## config.mk

```make
export PLATFORM = sky130hd
export DESIGN_NAME = mms_top
export DESIGN_NICKNAME = d
export VERILOG_FILES = /design/src/mms_pkg.sv /design/src/mms_top.sv /design/src/mms_sync.sv
export VERILOG_INCLUDE_DIRS = /design/src
export SDC_FILE = /design/constraint.sdc
export NUM_CORES = 1
export LEC_CHECK = 0
export ABC_AREA = 1
export ABC_CLOCK_PERIOD_IN_PS = 2830
export BUFFER_PORTS_ARGS = -buffer_cell sky130_fd_sc_hd__buf_4
export CORE_MARGIN = 1
export CORE_UTILIZATION = 35
export CTS_CLUSTER_DIAMETER = 150
export DETAILED_ROUTE_END_ITERATION = 8
export GPL_TIMING_DRIVEN = 0
export SYNTH_ARGS = -nofsm -noshare
export SYNTH_HDL_FRONTEND = slang
export SYNTH_SLANG_ARGS = --single-unit
```

## constraint.sdc

```tcl
create_clock -name clk_i -period 2.83 [get_ports clk_i]
set_input_delay 0.566 -clock clk_i [delete_from_list [all_inputs] [get_ports clk_i]]
set_output_delay 0.566 -clock clk_i [all_outputs]
set_load 0.05 [all_outputs]
```

## src/mms_map.svh

```systemverilog
`ifndef MMS_MAP_SVH
`define MMS_MAP_SVH
// ==========================================================
// Clock and millisecond tick
`define MMS_CLK_MHZ        125
`define MMS_TICK_US        1000
`define MMS_TICK_CYCLES    (`MMS_TICK_US * `MMS_CLK_MHZ)
// ==========================================================
// Muting times in their own units, and counts in ticks
`define MMS_TO_STD_MIN     10
`define MMS_TO_STD_MS      (`MMS_TO_STD_MIN * 60 * 1000)
`define MMS_TO_LONG_H      100
`define MMS_TO_LONG_MS     (`MMS_TO_LONG_H * 3600 * 1000)
`define MMS_SIMUL_S        4
`define MMS_SIMUL_MS       (`MMS_SIMUL_S * 1000)
`define MMS_FILT_S         3
`define MMS_FILT_MS        (`MMS_FILT_S * 1000)
`define MMS_FILT_SHORT_MS  100
`define MMS_MS_W           29
`define MMS_SH_W           13
// ==========================================================
// Synchronised pin vector layout
`define MMS_PIN_W          17
`define MMS_PIN_MODE       0
`define MMS_PIN_VAR4       3
`define MMS_PIN_TC2F       4
`define MMS_PIN_TXRX       5
`define MMS_PIN_S1         6
`define MMS_PIN_S2         7
`define MMS_PIN_S3         8
`define MMS_PIN_S4         9
`define MMS_PIN_ALT        10
`define MMS_PIN_GIN        11
`define MMS_PIN_FIELD      12
`define MMS_PIN_TOP        13
`define MMS_PIN_BTN        14
`define MMS_PIN_EDMSEL     15
`define MMS_PIN_FB         16
// ==========================================================
// Register offsets, fields and reset values
`define MMS_ADDR_CTRL      4'h0
`define MMS_ADDR_STATUS    4'h4
`define MMS_ADDR_IRQ_STAT  4'h8
`define MMS_ADDR_IRQ_MASK  4'hC
`define MMS_CTRL_ALLOW     0
`define MMS_CTRL_RST       1'h1
`define MMS_MASK_RST       6'h00
`define MMS_EV_W           6
`define MMS_EV_START       0
`define MMS_EV_END         1
`define MMS_EV_TIMEOUT     2
`define MMS_EV_SEQERR      3
`define MMS_EV_TRIP        4
`define MMS_EV_BADMODE     5
`endif

```

## src/mms_pkg.sv

```systemverilog
package mms_pkg;
  typedef enum logic [2:0] {
    MMS_TC2 = 3'h1,
    MMS_SC2 = 3'h2,
    MMS_TC4 = 3'h4
  } mms_type_e;
  typedef enum logic [3:0] {
    MMS_IDLE = 4'h1,
    MMS_ARM  = 4'h2,
    MMS_MUTE = 4'h4,
    MMS_HOLD = 4'h8
  } mms_state_e;
  typedef enum logic [3:0] {
    MMS_EXT_OFF   = 4'h1,
    MMS_EXT_ARMED = 4'h2,
    MMS_EXT_RUN   = 4'h4,
    MMS_EXT_DONE  = 4'h8
  } mms_ext_e;
  typedef struct packed {
    logic [16:0] s1;
    logic [16:0] s2;
    logic [16:0] tick_cnt;
    logic        tick;
  } mms_sync_s;
  typedef struct packed {
    logic [2:0]  mode;
    logic [1:0]  settle;
    logic        latched;
    logic        var4;
    logic        tc2f;
    logic        txrx;
    logic        edmsel;
    logic        mode_ok;
    mms_state_e  st;
    mms_ext_e    ext;
    logic [12:0] win_ms;
    logic [12:0] drop_ms;
    logic [28:0] to_ms;
    logic [28:0] tot_ms;
    logic        btn_q;
    logic        locked;
    logic        ssd_on;
    logic        allow;
    logic [5:0]  irq_stat;
    logic [5:0]  irq_mask;
    logic [31:0] rdata;
  } mms_regs_s;
endpackage

```

## src/mms_top.sv

```systemverilog
`include "mms_map.svh"
module mms_top #(
  parameter logic [16:0] TICK_CYCLES = 17'(`MMS_TICK_CYCLES)
) (
  input  wire logic        clk_i,
  input  wire logic        rstn_i,
  input  wire logic        ce_i,
  input  wire logic [2:0]  mode_sel_i,
  input  wire logic        four_sensor_variant_i,
  input  wire logic        tc2_on_four_i,
  input  wire logic        txrx_system_i,
  input  wire logic        muting_sensor_first_i,
  input  wire logic        muting_sensor_second_i,
  input  wire logic        muting_sensor_third_i,
  input  wire logic        muting_sensor_fourth_i,
  input  wire logic        alt_second_i,
  input  wire logic        muting_gate_timeout_input_i,
  input  wire logic        field_broken_i,
  input  wire logic        top_beam_broken_i,
  input  wire logic        restart_button_i,
  input  wire logic        contactor_check_sel_i,
  input  wire logic        contactor_feedback_check_i,
  input  wire logic [3:0]  addr_i,
  input  wire logic [31:0] wdata_i,
  input  wire logic        wr_i,
  input  wire logic        rd_i,
  output logic      [31:0] rdata_o,
  output logic             safety_switch_output_o,
  output logic             muting_active_o,
  output logic             restart_interlock_o,
  output logic             contactor_check_en_o,
  output logic      [2:0]  mode_o,
  output logic             mode_valid_o,
  output logic             irq_o
);
  mms_pkg::mms_regs_s  r;
  mms_pkg::mms_regs_s  n;
  mms_pkg::mms_type_e  typ;
  logic [16:0]         pins;
  logic                tick;
  logic [2:0]          m;
  logic                long_to;
  logic                ext_ok;
  logic                alt_ok;
  logic                gate_ok;
  logic                partial;
  logic                ccheck_ok;
  logic [12:0]         filt;
  logic [28:0]         limit;
  logic                sa;
  logic                sb;
  logic                gin;
  logic                field;
  logic                top;
  logic                trip;
  logic                start_ok;
  logic [5:0]          ev;
  logic [31:0]         status;
  logic                irq_stat_timeout;

  // Counter saturating at its top value
  function automatic logic [28:0] inc_ms(input logic [28:0] c);
    inc_ms = (c == 29'h1FFFFFFF) ? c : c + 29'h00000001;
  endfunction

  // Short counter saturating at its top value
  function automatic logic [12:0] inc_sh(input logic [12:0] c);
    inc_sh = (c == 13'h1FFF) ? c : c + 13'h0001;
  endfunction

  // ==========================================================
  // Pin synchroniser and tick
  mms_sync #(
    .TICK_CYCLES (TICK_CYCLES)
  ) u_sync (
    .clk_i   (clk_i),
    .rstn_i  (rstn_i),
    .ce_i    (ce_i),
    .async_i ({contactor_feedback_check_i, contactor_check_sel_i,
               restart_button_i, top_beam_broken_i, field_broken_i,
               muting_gate_timeout_input_i, alt_second_i,
               muting_sensor_fourth_i, muting_sensor_third_i,
               muting_sensor_second_i, muting_sensor_first_i,
               txrx_system_i, tc2_on_four_i, four_sensor_variant_i,
               mode_sel_i}),
    .sync_o  (pins),
    .tick_o  (tick)
  );

  // ==========================================================
  // Feature decode from the latched mode
  always_comb
  begin
    m = r.mode;
    if (m == 3'h3 || m == 3'h4)
      typ = mms_pkg::MMS_SC2;
    else if (r.var4 && !r.tc2f)
      typ = mms_pkg::MMS_TC4;
    else
      typ = mms_pkg::MMS_TC2;
    long_to = (m == 3'h2 || m == 3'h4);
    ext_ok = (m == 3'h1 || m == 3'h5 || m == 3'h6);
    alt_ok = (m == 3'h2 || m == 3'h3 || m == 3'h4 ||
              (m == 3'h6 && !r.var4));
    gate_ok = (m == 3'h5);
    partial = (m == 3'h6) && r.txrx;
    ccheck_ok = r.edmsel && (m == 3'h1 || m == 3'h2 ||
             m == 3'h3 || m == 3'h5);
    if (typ == mms_pkg::MMS_TC4)
      filt = 13'h0000;
    else if (r.var4)
      filt = 13'(`MMS_FILT_SHORT_MS);
    else
      filt = 13'(`MMS_FILT_MS);
    if (long_to && r.ext != mms_pkg::MMS_EXT_DONE)
      limit = 29'(`MMS_TO_LONG_MS);
    else
      limit = 29'(`MMS_TO_STD_MS);
  end

  // Sensor pairing and protective field view
  always_comb
  begin
    sa = pins[`MMS_PIN_S1];
    sb = pins[`MMS_PIN_S2] | (alt_ok & pins[`MMS_PIN_ALT]);
    if (typ == mms_pkg::MMS_TC4)
    begin
      sa = pins[`MMS_PIN_S1] | pins[`MMS_PIN_S4];
      sb = pins[`MMS_PIN_S2] | pins[`MMS_PIN_S3] |
           (alt_ok & pins[`MMS_PIN_ALT]);
    end
    gin = pins[`MMS_PIN_GIN];
    field = pins[`MMS_PIN_FIELD];
    top = pins[`MMS_PIN_TOP];
    trip = (field || top) && !(r.st == mms_pkg::MMS_MUTE &&
           !(partial && top));
    start_ok = r.allow && r.mode_ok && !r.locked &&
               (!gate_ok || gin);
  end

  // ==========================================================
  // Next-state logic
  always_comb
  begin
    n = r;
    ev = 6'h00;
    n.btn_q = pins[`MMS_PIN_BTN];
    // Mode and straps caught once after the synchroniser settles
    if (!r.latched)
    begin
      n.settle = r.settle + 2'h1;
      if (r.settle == 2'h3)
      begin
        n.latched = 1'b1;
        n.mode = pins[`MMS_PIN_MODE +: 3];
        n.var4 = pins[`MMS_PIN_VAR4];
        n.tc2f = pins[`MMS_PIN_TC2F];
        n.txrx = pins[`MMS_PIN_TXRX];
        n.edmsel = pins[`MMS_PIN_EDMSEL];
        n.mode_ok = (pins[`MMS_PIN_MODE +: 3] != 3'h0) &&
                    (pins[`MMS_PIN_MODE +: 3] != 3'h7);
        ev[`MMS_EV_BADMODE] = !n.mode_ok;
      end
    end
    // Muting sequence
    unique case (r.st)
      mms_pkg::MMS_IDLE:
      begin
        n.win_ms = 13'h0000;
        if (typ == mms_pkg::MMS_SC2)
        begin
          if (sa && !sb)
            n.st = mms_pkg::MMS_ARM;
        end
        else if (sa || sb)
          n.st = mms_pkg::MMS_ARM;
      end
      mms_pkg::MMS_ARM:
      begin
        if (tick)
          n.win_ms = inc_sh(r.win_ms);
        if (sa && sb && start_ok)
        begin
          n.st = mms_pkg::MMS_MUTE;
          n.to_ms = 29'h00000000;
          n.tot_ms = 29'h00000000;
          n.drop_ms = 13'h0000;
          n.ext = (ext_ok && gin) ? mms_pkg::MMS_EXT_ARMED :
                  mms_pkg::MMS_EXT_OFF;
          ev[`MMS_EV_START] = 1'b1;
        end
        else if (!sa && (typ == mms_pkg::MMS_SC2 || !sb))
          n.st = mms_pkg::MMS_IDLE;
        else if (typ != mms_pkg::MMS_SC2 &&
                 r.win_ms >= 13'(`MMS_SIMUL_MS))
        begin
          n.st = mms_pkg::MMS_HOLD;
          ev[`MMS_EV_SEQERR] = 1'b1;
        end
      end
      mms_pkg::MMS_MUTE:
      begin
        // Timeout bookkeeping and extension
        if (tick)
        begin
          n.tot_ms = inc_ms(r.tot_ms);
          if (r.ext != mms_pkg::MMS_EXT_RUN)
            n.to_ms = inc_ms(r.to_ms);
        end
        if (r.ext == mms_pkg::MMS_EXT_ARMED && !gin)
        begin
          n.ext = mms_pkg::MMS_EXT_RUN;
          n.to_ms = 29'h00000000;
        end
        if (r.ext == mms_pkg::MMS_EXT_RUN && (gin ||
            r.tot_ms >= 29'(`MMS_TO_LONG_MS)))
        begin
          n.ext = mms_pkg::MMS_EXT_DONE;
          n.to_ms = 29'h00000000;
        end
        // Single sensor dropout filter
        if (sa ^ sb)
        begin
          if (tick)
            n.drop_ms = inc_sh(r.drop_ms);
        end
        else
          n.drop_ms = 13'h0000;
        if (!sa && !sb)
        begin
          n.st = mms_pkg::MMS_IDLE;
          ev[`MMS_EV_END] = 1'b1;
        end
        else if (r.ext != mms_pkg::MMS_EXT_RUN &&
                 r.to_ms >= limit)
        begin
          n.st = mms_pkg::MMS_HOLD;
          ev[`MMS_EV_TIMEOUT] = 1'b1;
        end
        else if ((sa ^ sb) && typ != mms_pkg::MMS_SC2 &&
                 r.drop_ms >= filt)
        begin
          n.st = mms_pkg::MMS_HOLD;
          ev[`MMS_EV_SEQERR] = 1'b1;
        end
        else if (!r.allow)
          n.st = mms_pkg::MMS_HOLD;
      end
      mms_pkg::MMS_HOLD:
      begin
        if (!sa && !sb)
          n.st = mms_pkg::MMS_IDLE;
      end
      default:
      begin
        n.st = mms_pkg::MMS_HOLD;
      end
    endcase
    // Restart interlock and safety switch output
    if (trip)
      n.locked = 1'b1;
    else if (r.locked && pins[`MMS_PIN_BTN] && !r.btn_q &&
             r.mode_ok && (!ccheck_ok || pins[`MMS_PIN_FB]))
      n.locked = 1'b0;
    ev[`MMS_EV_TRIP] = trip && !r.locked;
    n.ssd_on = !n.locked && !trip && r.mode_ok;
    // Register bus, set wins over clear
    n.irq_stat = r.irq_stat | ev;
    if (wr_i && addr_i == `MMS_ADDR_IRQ_STAT)
      n.irq_stat = (r.irq_stat & ~wdata_i[5:0]) | ev;
    if (wr_i && addr_i == `MMS_ADDR_CTRL)
      n.allow = wdata_i[`MMS_CTRL_ALLOW];
    if (wr_i && addr_i == `MMS_ADDR_IRQ_MASK)
      n.irq_mask = wdata_i[5:0];
    n.rdata = 32'h00000000;
    if (rd_i)
    begin
      unique case (addr_i)
        `MMS_ADDR_CTRL:     n.rdata = {31'h0, r.allow};
        `MMS_ADDR_STATUS:   n.rdata = status;
        `MMS_ADDR_IRQ_STAT: n.rdata = {26'h0, r.irq_stat};
        `MMS_ADDR_IRQ_MASK: n.rdata = {26'h0, r.irq_mask};
        default:            n.rdata = 32'h00000000;
      endcase
    end
  end

  // Status word
  assign status = {14'h0, ccheck_ok, r.ext, r.st, typ, r.locked,
                   r.ssd_on, r.mode_ok, r.mode};

  // ==========================================================
  // State register
  always_ff @(posedge clk_i)
  begin
    if (!rstn_i)
    begin
      r <= '0;
      r.st <= mms_pkg::MMS_IDLE;
      r.ext <= mms_pkg::MMS_EXT_OFF;
      r.locked <= 1'b1;
      r.allow <= `MMS_CTRL_RST;
      r.irq_mask <= `MMS_MASK_RST;
    end
    else if (ce_i)
      r <= n;
  end

  // Outputs
  assign rdata_o = r.rdata;
  assign safety_switch_output_o = r.ssd_on;
  assign muting_active_o = (r.st == mms_pkg::MMS_MUTE);
  assign restart_interlock_o = r.locked;
  assign contactor_check_en_o = ccheck_ok;
  assign mode_o = r.mode;
  assign mode_valid_o = r.mode_ok;
  assign irq_o = |(r.irq_stat & r.irq_mask);

  // Helper for the timeout check
  assign irq_stat_timeout = r.irq_stat[`MMS_EV_TIMEOUT];
endmodule

```

## src/mms_sync.sv

```systemverilog
`include "mms_map.svh"
module mms_sync #(
  parameter logic [16:0] TICK_CYCLES = 17'(`MMS_TICK_CYCLES)
) (
  input  wire logic        clk_i,
  input  wire logic        rstn_i,
  input  wire logic        ce_i,
  input  wire logic [16:0] async_i,
  output logic      [16:0] sync_o,
  output logic             tick_o
);
  mms_pkg::mms_sync_s r;
  mms_pkg::mms_sync_s n;

  // ==========================================================
  // Two-stage synchroniser and millisecond tick
  always_comb
  begin
    n = r;
    n.s1 = async_i;
    n.s2 = r.s1;
    n.tick = 1'b0;
    if (r.tick_cnt >= TICK_CYCLES - 17'h00001)
    begin
      n.tick_cnt = 17'h00000;
      n.tick = 1'b1;
    end
    else
    begin
      n.tick_cnt = r.tick_cnt + 17'h00001;
    end
  end

  // State register
  always_ff @(posedge clk_i)
  begin
    if (!rstn_i)
      r <= '0;
    else if (ce_i)
      r <= n;
  end

  assign sync_o = r.s2;
  assign tick_o = r.tick & ce_i;
endmodule

```

# == Word-level counts from Yosys, hierarchy flattened ==
# Index checks and enable logic that the tools add are counted.
# Widths: inputs -> output; s select.
# word_totals
ff_bits,203
inputBits,58
out_inout_bits,41
word_cells,231
# classes
addsub,6
n_lt_le_gt_ge,5
eq_ne,42
n_mux,61
n_bitwise,13
reduce_logical,79
# op_table
op,n
$mux 29,6
$pmux 71 s2,1
$pmux 18 s4,1
$mux 71,1
$mux 13,5
$add 29x1->29 const B,2
$eq 29x29->1 const B,2
$mux 58,1
$mux 4,14
$logic_and 1x1->1,34
$ge 29x29->1,1
$ge 29x29->1 const B,1
$add 13x1->13 const B,2
$eq 13x13->1 const B,2
$pmux 13 s2,1
$mux 12,2
$mux 18,1
$mux 6,3
$add 17x1->17 const B,1
$ge 17x17->1 const B,1
$mux 17,1
$logic_or 1x1->1,16
$mux 1,16
$pmux 4 s4,1
42 further kinds,90

# == Longest topological paths before layout ==
# depth
ltp_word,16
depth_mapped,19
ltp_nobuf,19

# == Hierarchy ==
# Synthesis repeated with hierarchy kept, for this count alone.
# hier_totals
cells_unflattened,1765
area_unflattened_um2,11448.5
# by_module_without_submodules
module,n_inst,cells_each,area_per_inst_um2,seq_area_each_um2
mms_top,1,1461,9216.3,2742.6
mms_sync,1,304,2232.1,1041.0

# == Worst setup path before layout ==
# OpenSTA, ideal clock, no wires.
# synth_timing
kind,reg-to-reg
start,"register r, in the netlist mode_o[0]"
end,register r[138] in the netlist's numbering
setup_ns,0.114
arrival_ns,2.340
required_ns,2.716
slack_ns,0.377
stages_incl_launch_ff,19
path_buffers,0
synth_period_minus_slack_ns,2.453
cell_sequence,dfxtp_1 inv_1 nand3_1 nand2_1 nand2_1 nor2_1 inv_1 ha_1 nand2_1 nor2_1 nand2_1 nor2_1 nand2_1 nand4_1 nand2_1 nand2_1 nand3_1 nor2_1 nor2_1
# synth_via
elab_chain_cells,14
elab_cells_between_ends,55
classes_between,order compare: 2; eq/ne: 13; mux: 12; bitwise: 4; reduce/logical: 24
# synth_lines
element,line,rtl
from (decl),mms_top.sv:36,mms_pkg::mms_regs_s r;
from (signal assigned),mms_top.sv:306,r <= n;
branches (longest 14 deep; another with $ge 13x13->1),-,
# Several ways; the timed one is not identified.
# A chain may end at the register's enable or synchronous reset.

# == Worst setup path after layout ==
# layout_timing
start,"register r, in the netlist mode_o[1]"
end,"register r, in the netlist irq_stat_timeout"
# layout_via
elab_chain_cells,13
elab_cells_between_ends,30
classes_between,order compare: 1; eq/ne: 5; mux: 8; bitwise: 5; reduce/logical: 11
# layout_lines
element,line,rtl
branches (longest 9 deep; another with $ge 29x29->1),-,
$mux 2 *,mms_top.sv:229,if (!sa && !sb)
$mux 2 *,mms_top.sv:166,unique case (r.st)
"$or 6x6->6, on equally long branches","mms_top.sv:268, mms_top.sv:270",
$mux 6 *,mms_top.sv:269,if (wr_i && addr_i == `MMS_ADDR_IRQ_STAT)
# Mark *: on every way between the ends.

==> results.toml <==
[power_and_ir_drop]
cell_internal_pwr_w = 0.00423
pwr-share-comb_pct = 13.0
ir_worst_vdd_mv = 0.417
p_seq_share_pct = 46.3
p_leak_nw = 5.22
clkPwrFrac_pct = 40.7
cellPowerDensity_nw_per_um2 = 454
switching_share_pct = 30.3
p_sw_w = 0.00184

[setup_path]
r2r_slack_ns = 0.0002
worstPathCellList = "inv_4 -> nand3_4 -> nand2_4 -> nand2_4 -> nor2_4 -> clkinv_4 -> ha_4 -> nand2_2 -> nor3_2 -> nand2_1 -> nor2_2 -> nand2_1 -> nand4_1 -> nand2_2 -> buf_4 -> nor3_4 -> o21a_1"
cp_slowest_cell = "dfxtp_4"
required_ns = 3.22
crit_path_end_kind = "flip-flop"
max_stage_delay_ns = 0.38
path_class = "flip-flop to flip-flop"
worstPathArrival_ns = 3.22
worstPathMaxFanout = 5
start_kind = "flip-flop"

[drt]
wl_um = 34200
met1Wirelength_um = 16400
vias = 11452
wl_per_cell_um = 15.0
ant_nets = 0
dr.pass1.iters = 6
wl_met2_um = 15400
drt_iter0_drc = 895
drcViolationCount = 0
routed_via_density = 5.03
met3_length_um = 1680
top_layer_used = "met4"

[cells_and_area]
nets = 1954
final_cells = 2277
fill_cells = 3349
final_cell_mix = "nand2_1, nor2_1, dfxtp_1, inv_1, a21oi_1"
synthToLayoutAreaGrowth_pct = 18.4
final_common_cell = "nand2_1"
utilization_pct = 42.2
drive_gt1_share_pct = 13.8

[logic_synthesis]
ys.flop_type = "dfxtp_1"
postSynthAreaPerCell_um2 = 6.45
synth_warnings = 0
syn_area_um2 = 11300
synth-seq-cells = 189
yosysSeqAreaShare_pct = 33.5
synth_edf_count = 0
async_flop_share_pct = 0
syn_inst = 1751
yosysUniqueCellTypes = 52

[sta]
finalClockSkew_ns = 0.0103
setup_viol = 0
post-route-period-util_pct = 100
hold_viol = 0
max_clock_freq_ghz = 0.353
slew_violations = 0
slew_headroom_pct = 38.1
timing.final.crit_period_ns = 2.83
worstMarginPinSlew_ns = 0.921
rsz0062_at_grt = "true"

[global_routing]
grt_pass1_wl_um = 54200
antenna_found_initial = 1
grt_pass1_vias = 10485
grt_max_degree = 20
grt-ovfl-total = 0
grtUsageTotal_pct = 20.6

[placed_design]
port-buffer-count = 57
dp.final_hpwl_um = 25800
gp_congestion = 0.936
dp_cells = 2223

[clock_network]
clkTransAtPathRegs_ns = 0.08
root_buffer = "clkbuf_16"
cts_tree = "done"
postCtsHoldBufs = 0
clock_sinks = 189
clockBufferDepth = 2
cts.htree.levels = 4
cts_buffers = 17
clk_latency_ns = 0.44

[die]
rows = 65
start_util_pct = 35.7
die-height_um = 182
die_area_um2 = 33000
fp.dieW_um = 182
core_um2 = 31600
ios = 99

[run]
drv_cap = 0

[status]
status = "finished, final reports clean"

[worst_hold_path]
min_path_type = "primary input to flip-flop"
cell families (layout without fill, tap and decap cells):
family / count (synthesis) / count (layout) / share of synthesized area, %
buffers and inverters: 275 / 385 / 10.9
other: 1 / 15 / 0.0332
flip-flops: 189 / 189 / 33.5
AND/OR/NAND/NOR: 986 / 986 / 38.0
AO/OA/AOI/OAI: 232 / 232 / 11.1
adder cells (fa/ha/maj): 35 / 35 / 3.88
XOR/XNOR: 33 / 33 / 2.56
timing repair:
item                                    CTS  global route
buffers inserted                          2            18
pin swaps                                 3            11
resized for setup                        25            51
endpoints found under the setup margin   83            82
cloned                                    0             2
metrics by stage:
stage / hold slack [ns] / power, W / setup TNS (ns) / instance area, um2 / setup slack [ns]
floorplan: 0.434 / 0.00336 / 0 / 11300 / 0.377
global placement: 0.448 / 0.00358 / -31.05 / 12300 / -0.797
detailed placement: 0.454 / 0.00359 / -30.03 / 12300 / -0.763
CTS: 0.328 / 0.00605 / 0 / 12900 / 0.00199
global route: 0.325 / 0.00632 / -0.634 / 13400 / -0.130
finish: 0.339 / 0.00607 / 0 / 13400 / 0.000155
state kept, by name, indices dropped and copies added (netlist names):
signal	flops
r	112
rdata_o	18
u_sync.r	18
u_sync.n	17
u_sync.sync_o	17
mode_o	3
irq_stat_timeout	1
mode_valid_o	1
restart_interlock_o	1
safety_switch_output_o	1
layout make-up:
class / count / area [um2] / area share [%]
tap: 402 / 503 / 3.76
inverter: 185 / 717 / 5.37
multi-input combinational: 1300 / 6580 / 49.2
timing repair inverter: 1 / 6.26 / 0.0468
antenna: 1 / 2.50 / 0.0187
sequential: 189 / 3800 / 28.4
clock buffer: 19 / 453 / 3.39
clock inverter: 13 / 149 / 1.11
timing repair buffer: 78 / 619 / 4.63
buffer: 89 / 539 / 4.04
path summary, 6_finish.rpt:
kind / startpoint / end / cells past startpoint
worst min-delay path: alt_second_i / u_sync.n[28] / 3
worst max-delay path: mode_o[1] / irq_stat_timeout / 17
worst min register to register: u_sync.sync_o[16] / u_sync.sync_o[16] / 2
worst max register to register: mode_o[1] / irq_stat_timeout / 17
worst max-delay path, delay by kind of cell (launching register included):
family	cells	cell delay (ns)
adders and majority gates	1	0.30
DFF	1	0.38
buffers and inverters	3	0.40
AOI/OAI and AO/OA	1	0.13
and+or+nand+nor	12	1.53
synthesized netlist by cell type (all sizes together) (5+ instances only):
cell      n  area share, %
o21ai    78            3.5
dfxtp   189             34
ha       35            3.9
xor2     29            2.3
a21oi   124            5.7
nand4    43            2.4
nor3     63            3.2
a211oi    7           0.47
clkbuf   32            1.1
nand3b    7           0.47
inv     183            6.1
nor4     11           0.61
nor2    311             11
buf      58            3.6
or2       8           0.44
nand2   423             15
nand3   114            5.3
o22ai     5           0.28
layer usage:
metal  vias to the layer above  global-route usage (%)
met2                       286                    32.8
met5                         -                       0
li1                       5856                       -
met4                         0                    5.93
met1                      5267                    28.6
met3                        43                    3.05
power groups by stage:
stage,sequential [W],combinational [W],clock [W]
after global routing,0.00283,0.000871,0.00263
after floorplan,0.00286,0.000505,0
final,0.00281,0.000788,0.00247
after global placement,0.00288,0.000707,0
after detailed placement,0.00288,0.000716,0
after CTS,0.00281,0.000730,0.00251
Note: power is estimated with default switching activity, not from simulation.
